==> src/tbhd_defines.svh <==
// Purpose: Field positions and fixed values of the texture block header
// Assumes: 128-bit block word, bit 0 is the least significant
// Notes: Definitions only
`ifndef TBHD_DEFINES_SVH
`define TBHD_DEFINES_SVH

`define MODE_MSB 10
`define MODE_LSB 0
`define PART_MSB 12
`define PART_LSB 11
`define PSEL_MSB 22
`define PSEL_LSB 13
`define ENDPT_MODE_MSB 16
`define ENDPT_MODE_LSB 13
`define CSEL_MSB 18
`define CSEL_LSB 17
`define VOID_PATTERN 9'h1fc
`define MAX_INDICES 13'h0040
`define DIM_MIN 4'h2
`define DIM_MAX_2D 4'hc
`define DIM_MAX_3D 4'h5
`define HDR_VALID_RST 1'b0

`endif

==> src/tbhd_pkg.sv <==
// Purpose: Types shared by the texture block header decoder
// Assumes: Grid dimensions fit in four bits
// Notes: None
package tbhd_pkg;

    typedef struct packed {
        logic [3:0] w;
        logic [3:0] h;
        logic [3:0] d;
    } footprint_t;

    typedef struct packed {
        logic [3:0] w;
        logic [3:0] h;
        logic [3:0] d;
        logic dual;
        logic prec;
        logic [2:0] rcode;
    } grid_t;

    typedef struct packed {
        logic [4:0] max;
        logic trits;
        logic quints;
        logic [2:0] plain_bits;
        logic invalid;
    } range_info_t;

    typedef struct packed {
        logic [3:0] grid_w;
        logic [3:0] grid_h;
        logic [3:0] grid_d;
        logic dual_plane;
        logic high_prec;
        range_info_t range;
        logic [2:0] part_count;
        logic [9:0] pattern_sel;
        logic [3:0] color_endpoint_mode;
        logic [1:0] channel_sel;
        logic [3:0] channel_mask;
        logic [2:0] endpoint_pairs;
        logic is_void;
        logic is_reserved;
        logic is_error;
        logic nan_result;
    } hdr_info_t;

endpackage : tbhd_pkg

==> src/range_decode.sv <==
// Purpose: Index range lookup from range code and precision bit
// Assumes: Pure combinational, same clock as its user
// Notes: Codes 000 and 001 flag invalid
`timescale 1ns/10ps
module range_decode (
    input wire logic [2:0] rcode, // r2 r1 r0
    input wire logic prec, // High precision group
    output tbhd_pkg::range_info_t info // Range and encoding counts
);
    import tbhd_pkg::*;

    always_comb begin
        info = '0;
        unique case (rcode)
            3'h0, 3'h1: begin
                info.invalid = 1'b1;
            end
            3'h2: begin
                info.max = prec ? 5'h09 : 5'h01;
                info.quints = prec;
                info.plain_bits = 3'h1;
            end
            3'h3: begin
                info.max = prec ? 5'h0b : 5'h02;
                info.trits = 1'b1;
                info.plain_bits = prec ? 3'h2 : 3'h0;
            end
            3'h4: begin
                info.max = prec ? 5'h0f : 5'h03;
                info.plain_bits = prec ? 3'h4 : 3'h2;
            end
            3'h5: begin
                info.max = prec ? 5'h13 : 5'h04;
                info.quints = 1'b1;
                info.plain_bits = prec ? 3'h2 : 3'h0;
            end
            3'h6: begin
                info.max = prec ? 5'h17 : 5'h05;
                info.trits = 1'b1;
                info.plain_bits = prec ? 3'h3 : 3'h1;
            end
            3'h7: begin
                info.max = prec ? 5'h1f : 5'h07;
                info.plain_bits = prec ? 3'h5 : 3'h3;
            end
        endcase
    end

endmodule : range_decode

==> src/texture_block_header_decoder.sv <==
// Purpose: Decode control fields of a 128-bit compressed texture block
// Assumes: One block word per blk_valid cycle, footprint stable with it
// Notes: One cycle latency, outputs registered
`timescale 1ns/10ps
`include "tbhd_defines.svh"

// Overview of operation
// - Mode field is bits 10:0, derives grid
// - Partition count is bits 12:11 plus one
// - Multi-partition uses ten-bit pattern selector 22:13
// - One endpoint pair per partition, non-void
// - Single partition: mode 16:13, select 18:17
// - Top mode bit dual; dual with four errors
// - Range code r2 r1 r0; 000,001 invalid
// - Range maxima per code and precision
// - Report trits, quints and plain bits
// - Grid 2..12 in 2D, 2..5 in 3D
// - Grid above footprint is illegal, error color
// - 2D low bits nonzero: shapes from bits 3:2
// - 2D bits 3:2 eleven: bit 8 picks shape
// - Void-extent pattern and reserved neighbours
// - Low four mode bits zero give NaN
// - Channel select names second-plane component
module texture_block_header_decoder (
    input wire logic core_clk, // 25 MHz clock
    input wire logic rst_b, // Async reset, active low
    input wire logic blk_valid, // Block word present
    input wire logic [127:0] blk_word, // Fetched block word
    input wire logic is_3d, // Texture uses 3D blocks
    input wire tbhd_pkg::footprint_t footprint, // Block footprint in texels
    output logic hdr_valid, // Decoded header present
    output tbhd_pkg::hdr_info_t hdr // Decoded header fields
);
    import tbhd_pkg::*;

    function automatic grid_t decode_2d(input logic [10:0] m);
        grid_t g;
        g = '0;
        g.d = 4'h1;
        g.dual = m[10];
        g.prec = m[9];
        if (m[1:0] != 2'b00) begin
            g.rcode = {m[1], m[0], m[4]};
            unique case (m[3:2])
                2'b00: begin
                    g.w = {2'b00, m[8:7]} + 4'h4;
                    g.h = {2'b00, m[6:5]} + 4'h2;
                end
                2'b01: begin
                    g.w = {2'b00, m[8:7]} + 4'h8;
                    g.h = {2'b00, m[6:5]} + 4'h2;
                end
                2'b10: begin
                    g.w = {2'b00, m[6:5]} + 4'h2;
                    g.h = {2'b00, m[8:7]} + 4'h8;
                end
                2'b11: begin
                    if (m[8]) begin
                        g.w = {3'b000, m[7]} + 4'h2;
                        g.h = {2'b00, m[6:5]} + 4'h2;
                    end else begin
                        g.w = {2'b00, m[6:5]} + 4'h2;
                        g.h = {3'b000, m[7]} + 4'h6;
                    end
                end
            endcase
        end else begin
            g.rcode = {m[3], m[2], m[4]};
            unique case (m[8:7])
                2'b00: begin
                    g.w = 4'hc;
                    g.h = {2'b00, m[6:5]} + 4'h2;
                end
                2'b01: begin
                    g.w = {2'b00, m[6:5]} + 4'h2;
                    g.h = 4'hc;
                end
                2'b11: begin
                    // Bit 6 set is void or reserved, grid left zero
                    if (!m[6]) begin
                        g.w = m[5] ? 4'ha : 4'h6;
                        g.h = m[5] ? 4'h6 : 4'ha;
                    end
                end
                2'b10: begin
                    g.w = {2'b00, m[6:5]} + 4'h6;
                    g.h = {2'b00, m[10:9]} + 4'h6;
                    g.dual = 1'b0;
                    g.prec = 1'b0;
                end
            endcase
        end
        return g;
    endfunction : decode_2d

    function automatic grid_t decode_3d(input logic [10:0] m);
        grid_t g;
        g = '0;
        g.dual = m[10];
        g.prec = m[9];
        if (m[1:0] != 2'b00) begin
            g.rcode = {m[1], m[0], m[4]};
            g.w = {2'b00, m[6:5]} + 4'h2;
            g.h = {2'b00, m[8:7]} + 4'h2;
            g.d = {2'b00, m[3:2]} + 4'h2;
        end else begin
            g.rcode = {m[3], m[2], m[4]};
            if (m[8:7] != 2'b11) begin
                g.dual = 1'b0;
                g.prec = 1'b0;
                g.w = (m[8:7] == 2'b00) ? 4'h6 : {2'b00, m[6:5]} + 4'h2;
                g.h = (m[8:7] == 2'b01) ? 4'h6 : (m[8:7] == 2'b00) ? {2'b00, m[10:9]} + 4'h2
                                                                    : {2'b00, m[10:9]} + 4'h2;
                g.d = (m[8:7] == 2'b10) ? 4'h6 : (m[8:7] == 2'b00) ? {2'b00, m[6:5]} + 4'h2
                                                                    : {2'b00, m[10:9]} + 4'h2;
                if (m[8:7] == 2'b10) begin
                    g.h = {2'b00, m[10:9]} + 4'h2;
                end
            end else if (m[6:5] != 2'b11) begin
                g.w = (m[6:5] == 2'b00) ? 4'h6 : 4'h2;
                g.h = (m[6:5] == 2'b01) ? 4'h6 : 4'h2;
                g.d = (m[6:5] == 2'b10) ? 4'h6 : 4'h2;
            end
        end
        return g;
    endfunction : decode_3d

    logic [10:0] mode;
    grid_t grid;
    range_info_t rinfo;
    logic void_c;
    logic resv_c;
    logic nan_c;
    logic dim_bad;
    logic foot_bad;
    logic [2:0] parts;
    logic [12:0] idx_count;
    logic [3:0] dmax;
    hdr_info_t hdr_nxt;

    range_decode u_range (
        .rcode(grid.rcode),
        .prec(grid.prec),
        .info(rinfo)
    );

    always_comb begin
        mode = blk_word[`MODE_MSB:`MODE_LSB];
        grid = is_3d ? decode_3d(mode) : decode_2d(mode);
        void_c = (mode[8:0] == `VOID_PATTERN);
        resv_c = (mode[8:6] == 3'b111) && (mode[1:0] == 2'b00) && !void_c;
        parts = {1'b0, blk_word[`PART_MSB:`PART_LSB]} + 3'h1;
        dmax = is_3d ? `DIM_MAX_3D : `DIM_MAX_2D;
        dim_bad = (grid.w < `DIM_MIN) || (grid.w > dmax) || (grid.h < `DIM_MIN) || (grid.h > dmax);
        if (is_3d) begin
            dim_bad = dim_bad || (grid.d < `DIM_MIN) || (grid.d > dmax);
        end
        foot_bad = (grid.w > footprint.w) || (grid.h > footprint.h) || (grid.d > footprint.d);
        idx_count = (13'(grid.w) * 13'(grid.h) * 13'(grid.d)) << grid.dual;
        nan_c = !void_c && ((mode[3:0] == 4'h0) || (idx_count > `MAX_INDICES));
        hdr_nxt = '0;
        hdr_nxt.is_void = void_c;
        hdr_nxt.is_reserved = resv_c || (mode[3:0] == 4'h0);
        hdr_nxt.nan_result = nan_c;
        hdr_nxt.part_count = parts;
        if (!void_c && !hdr_nxt.is_reserved) begin
            hdr_nxt.grid_w = grid.w;
            hdr_nxt.grid_h = grid.h;
            hdr_nxt.grid_d = grid.d;
            hdr_nxt.dual_plane = grid.dual;
            hdr_nxt.high_prec = grid.prec;
            hdr_nxt.range = rinfo;
            hdr_nxt.endpoint_pairs = parts;
            hdr_nxt.is_error = (grid.dual && parts == 3'h4) || rinfo.invalid || dim_bad || foot_bad;
            if (parts >= 3'h2) begin
                hdr_nxt.pattern_sel = blk_word[`PSEL_MSB:`PSEL_LSB];
            end else begin
                hdr_nxt.color_endpoint_mode = blk_word[`ENDPT_MODE_MSB:`ENDPT_MODE_LSB];
                if (grid.dual) begin
                    hdr_nxt.channel_sel = blk_word[`CSEL_MSB:`CSEL_LSB];
                    hdr_nxt.channel_mask = 4'h1 << blk_word[`CSEL_MSB:`CSEL_LSB];
                end
            end
        end
    end

    always_ff @(posedge core_clk or negedge rst_b) begin
        if (!rst_b) begin
            hdr_valid <= `HDR_VALID_RST;
        end else begin
            hdr_valid <= blk_valid;
        end
    end

    always_ff @(posedge core_clk or negedge rst_b) begin
        if (!rst_b) begin
            hdr <= '0;
        end else if (blk_valid) begin
            hdr <= hdr_nxt;
        end
    end
endmodule : texture_block_header_decoder
==> config.mk <==
export PLATFORM = sky130hd
export DESIGN_NAME = texture_block_header_decoder
export DESIGN_NICKNAME = d
export VERILOG_FILES = /design/src/tbhd_pkg.sv /design/src/range_decode.sv /design/src/texture_block_header_decoder.sv
export VERILOG_INCLUDE_DIRS = /design/src /design/src/src
export SDC_FILE = /design/constraint.sdc
export NUM_CORES = 1
export LEC_CHECK = 0
export BUFFER_PORTS_ARGS = -buffer_cell sky130_fd_sc_hd__clkbuf_2
export CAP_MARGIN = 20
export CORE_AREA = 2 2 73 145
export CTS_CLUSTER_SIZE = 30
export DETAILED_ROUTE_END_ITERATION = 7
export DIE_AREA = 0 0 75 147
export PLACE_DENSITY = 0.76
export SLEW_MARGIN = 20
export SYNTH_ARGS = -nofsm -noshare
export SYNTH_HDL_FRONTEND = slang
export SYNTH_SLANG_ARGS = --single-unit
==> constraint.sdc <==
create_clock -name core_clk -period 2.3 [get_ports core_clk]
set_clock_uncertainty 0.15 [all_clocks]
set_input_delay 0.46 -clock core_clk [delete_from_list [all_inputs] [get_ports core_clk]]
set_output_delay 0.46 -clock core_clk [all_outputs]
set_load 0.1 [all_outputs]
==> Word-level counts from Yosys, hierarchy flattened <==
Cells that the tools add are included.
{ "word_totals": {"ff_bits": 56, "in_bits": 144, "output_inout_bits": 56} }
{ "classes": {"n_addsub": 11, "n_mul": 2, "n_lt_le_gt_ge": 11, "n_eq_ne": 20, "shift": 2, "muxes": 47, "n_reduce_logical": 29} }
{ "ops": {"columns": ["cell", "count"], "rows": [
  ["8-bit case mux with 4 select lines", 2],
  ["4-bit 2-to-1 mux", 11],
  ["5-bit case mux with 6 select lines", 1],
  ["25-bit 2-to-1 mux", 1],
  ["4-bit > comparator", 6],
  ["12-bit 2-to-1 mux", 2],
  ["23-bit 2-to-1 mux", 1],
  ["10-bit 2-to-1 mux", 2],
  ["3-bit == test (second input constant)", 6],
  ["3-bit 2-to-1 mux", 6],
  ["17-bit 2-to-1 mux", 1],
  ["8-bit 2-to-1 mux", 2],
  ["5-bit 2-to-1 mux", 3],
  ["3-bit case mux with 5 select lines", 1],
  ["13-bit by 7-bit > comparator with 1-bit output (second input constant)", 1],
  ["12-bit by 1-bit << shifter with 13-bit output", 1],
  ["2-bit by 2-bit adder with 3-bit output (second input constant)", 4],
  ["2-bit by 3-bit adder with 4-bit output (second input constant)", 3],
  ["1-bit logical OR", 12],
  ["4-bit by 2-bit less-than comparator with 1-bit output (second input constant)", 3],
  ["8-bit by 4-bit multiplier with 12-bit output", 1],
  ["2-bit 2-to-1 mux", 6],
  ["11-bit 2-to-1 mux", 1],
  ["2-bit == test (second input constant)", 5],
  ["23 further kinds", 40]
]} }

==> Depth between registers and ports, before layout <==
{ "depth": {"word_depth": 16, "depth_mapped": 28} }

==> Modules after synthesis <==
From an unflattened synthesis, not the netlist that was laid out.
{ "hier_totals": {"hier_cells": 487, "hier_area_um2": 4410.5} }
{ "by_module_without_submodules": {"columns": ["module", "instances", "cells_per_inst", "area_each_um2", "seq_area_each_um2"], "rows": [
  ["texture_block_header_decoder", 1, 456, 4206.5, 1376.3],
  ["range_decode", 1, 31, 203.9, 0.0]
]} }

==> Least setup slack after synthesis <==
OpenSTA, ideal clock, no wires.
{ "synth_timing": {"path_type": "input -> register", "start": "input blk_word[8]", "end": "register hdr[0] (netlist name)", "setup_ps": 128, "arrival_time_ps": 5673, "setup_slack_ps": -3652, "stages": 27, "path_buffers": 3, "cell_sequence": "buf_2 -> buf_2 -> buf_4 -> a21oi_1 -> a211oi_1 -> a21oi_1 -> or3_1 -> fa_1 -> inv_1 -> fa_1 -> inv_1 -> fa_1 -> inv_1 -> a21o_1 -> a21oi_1 -> xor2_1 -> nor2_1 -> ha_1 -> inv_1 -> fa_1 -> inv_1 -> ha_1 -> nor4_1 -> nand3_1 -> or4_1 -> o21ai_1 -> a31oi_1"} }
{ "synth_between": {"elab_chain_cells": 12, "elab_cells_between_ends": 32} }
{ "synth_lines": {"columns": ["item", "line", "text"], "rows": [
  ["start, declared", "texture_block_header_decoder.sv:28", "input wire logic [127:0] blk_word,"],
  ["parallel branches: the longest is 11 deep, another holds 13-bit by 7-bit > comparator with 1-bit output", null, null],
  ["1-bit logical AND *", "texture_block_header_decoder.sv:160", "nan_c = !void_c && ((mode[3:0] == 4'h0) || (idx_count > `MAX_INDICES));"],
  ["end signal, assigned", "texture_block_header_decoder.sv:199", "hdr <= hdr_nxt;"],
  ["end, declared", "texture_block_header_decoder.sv:32", "output tbhd_pkg::hdr_info_t hdr"]
]} }
Every way passes the cells marked *.
A chain may end at the register's enable or synchronous reset.

==> Worst setup path after layout <==
Ends and elaborated chain as after synthesis.

==> impl_metrics.yaml <==
run_status:
  status: "complete, but fails checks"
  violations: "negative setup slack"
routing:
  via_count: 4334
  drc: 0
  wirelength_um: 13200
  drtPass1Iterations: 5
  antenna_left: 0
  drt-initial-drc-count: 273
  wl_per_cell_um: 16.8
  via_per_inst: 5.49
pwr:
  power.total_mw: 4.08
  ir_worst_vdd_v: 0.000654
  p_leak_nw: 3.21
  power_density_mw_per_mm2: 660
yosys:
  synthArstFlopShare_pct: 100
  synth_area_per_cell_um2: 9.12
  synth_cells: 477
  synth_edf_count: 0
  synth_seq_cells: 55
  syn-num-nets: 678
  yosys_warnings: 0
  ys_seq_area_share_pct: 31.7
  netlist_area_mm2: 0.00435
  synth_top_flop_cell: "dfrtp_1"
  synth.distinct_cells: 65
die:
  start_util_pct: 43.7
  die-area_mm2: 0.0110
  io-pin-count: 200
  core_area_mm2: 0.00995
  die_h_um: 147
  dieWidth_um: 75
  num_rows: 52
critical_path:
  cp_top_family: "adder cells"
  critPathCapture: "hdr[0]"
  critPathLaunchType: "input port"
  cp.arrival_ps: 5800
  crit_top_cell: "inv_2"
  cp-end-kind: "flip-flop"
  crit_required_ps: 2320
  r2r-end: "hdr[1]"
  cp_num_buf_inv: 8
  worstPathMaxFanout: 4
  reg2reg_depth: 2
  reg2reg_setup_slack_ps: 1210
  slowest_stage: "fa_1"
  worstReg2RegStart: "hdr[1]"
  crit_cells: 28
  cp-startpoint: "blk_word[8]"
  slowest_delay_ps: 560
  worst-setup-path-type: "in2reg"
worst_hold_path:
  min_path_type: "in2async"
timing:
  rsz0062_at_grt: "true"
  fmax_ghz: 0.173
  finalSetupTns_ps: -3990
  finalHoldViolCount: 0
  setup_ws_ps: -3480
  tightest_slew_ps: 566
  fin_crit_sh_pct: 251
  slew_headroom_pct: 62.4
  fin_crit_ps: 5780
  final-max-slew-violation-count: 0
  setup_viol: 2
final_layout:
  n_antenna_cell: 0
  final_common_cell: "buf_4"
  finish.instance_area_mm2: 0.00618
  final_cell_mix: "buf_4 (91), clkbuf_2 (88), inv_1 (55), dfrtp_1 (55), nor2_1 (45)"
  syn2layout_area_growth_pct: 42.2
  final_nets: 855
  drive_above_1_share_pct: 40.8
global_routing:
  grt_usage_pct: 25.1
  grt.overflow.total: 0
  grt_pass1_wl_um: 21800
  antenna_found_initial: 0
  grt_max_degree: 56
  grt_pass1_vias: 4531
flow_run:
  drv_cap: 0
cts:
  cts_sinks: 55
  cts_buffers: 5
  clk_pin_slew_worst_paths_ps: 70
  htreeDepth: 2
  cts_root_buf: "clkbuf_16"
  tritoncts: "done"
  clk_latency_ps: 290
  clockBufferDepth: 2
place:
  io_buffers: 93
  postPlaceCellArea_mm2: 0.00560
  dp_hpwl_um: 9470
  gp_congestion: 0.904
  preCtsSetupSlack_ps: -3970
[state kept, by name, summed over array words and instances (netlist names)]
name       count
hdr           54
hdr_valid      1
[layer usage]
layer,wire (um),global-route usage (%),vias up
li1,-,-,2052
met1,5340,32.4,2100
met2,6780,41.1,157
met5,0,0,-
met3,776,4.32,25
met4,344,9.20,0
[power by group]
group / leakage, nW / switching (mW) / internal [mW] / total, mW
clock network: 0.0675 / 0.347 / 0.409 / 0.755
logic: 2.44 / 1.48 / 0.728 / 2.20
registers: 0.703 / 0.0615 / 1.06 / 1.12
total: 3.21 / 1.88 / 2.20 / 4.08
[area by class of cell]
type                    count  area [um2]
inverters                  64         240
clock buffers               6         129
repair buffers            197        1350
well taps                 135         169
fillers                   808        3770
clock inverters             2        16.3
multi-input cells         331        2900
flip-flops and latches     55        1380
[stage by stage]
step | std cells | utilization [%] | hold slack [ps]
global placement | 765 | 56.2 | 322
CTS | 805 | 61.5 | 11.1
detailed placement | 765 | 56.2 | 322
global route | 790 | 62.1 | 23.6
finish | 790 | 62.1 | 0.785
floorplan | 477 | - | 14.4
[what timing repair did]
item | CTS | global route
resized for setup | 31 | 39
setup buffers | 36 | 12
pin swaps | 22 | 22
endpoints found under the setup margin | 2 | 3
hold buffers | 0 | 0
[cell families (layout without fill, tap and decap cells)]
logic type                 after synthesis  in the layout  share of synthesized area, %
and+or+nand+nor                        113            113                          12.4
muxes                                    9              9                          2.19
xor gates and xnor gates                12             12                          2.42
DFF                                     55             55                          31.7
buffers and inverters                   91            269                          8.46
adders and majority gates               57             57                          18.1
other                                    1              1                        0.0862
AOI/OAI and AO/OA                      139            139                          24.7
[Yosys cell counts (5+ instances only)]
| cell | count | area, um2 |
|---|---|---|
| mux2i_1 | 5 | 50.1 |
| nor2b_1 | 7 | 43.8 |
| buf_2 | 9 | 45.0 |
| ha_1 | 47 | 588 |
| fa_1 | 10 | 200 |
| inv_1 | 62 | 233 |
| o2bb2ai_1 | 16 | 140 |
| a22o_1 | 17 | 149 |
| nand2_1 | 18 | 67.6 |
| nor2_1 | 48 | 180 |
| o21ai_0 | 21 | 105 |
| a21oi_1 | 16 | 80.1 |
| xor2_1 | 6 | 52.6 |
| a32o_1 | 7 | 70.1 |
| dfrtp_1 | 55 | 1380 |
| a21o_1 | 8 | 60.1 |
| nand3_1 | 5 | 25.0 |
| clkbuf_1 | 15 | 56.3 |
| nand4_1 | 5 | 31.3 |
| nand2b_1 | 8 | 50.1 |
| xnor2_1 | 6 | 52.6 |
[how the worst min path moves through the flow]
stage	to	slack [ps]	cells past startpoint
after global routing	hdr[16]	20	2
after floorplan	hdr[0]	10	0
after global placement	hdr[53]	320	1
final	hdr[26]	0.8	2
after CTS	hdr[26]	10	2
after detailed placement	hdr[44]	320	1
Note: power is estimated with default switching activity, not from simulation.
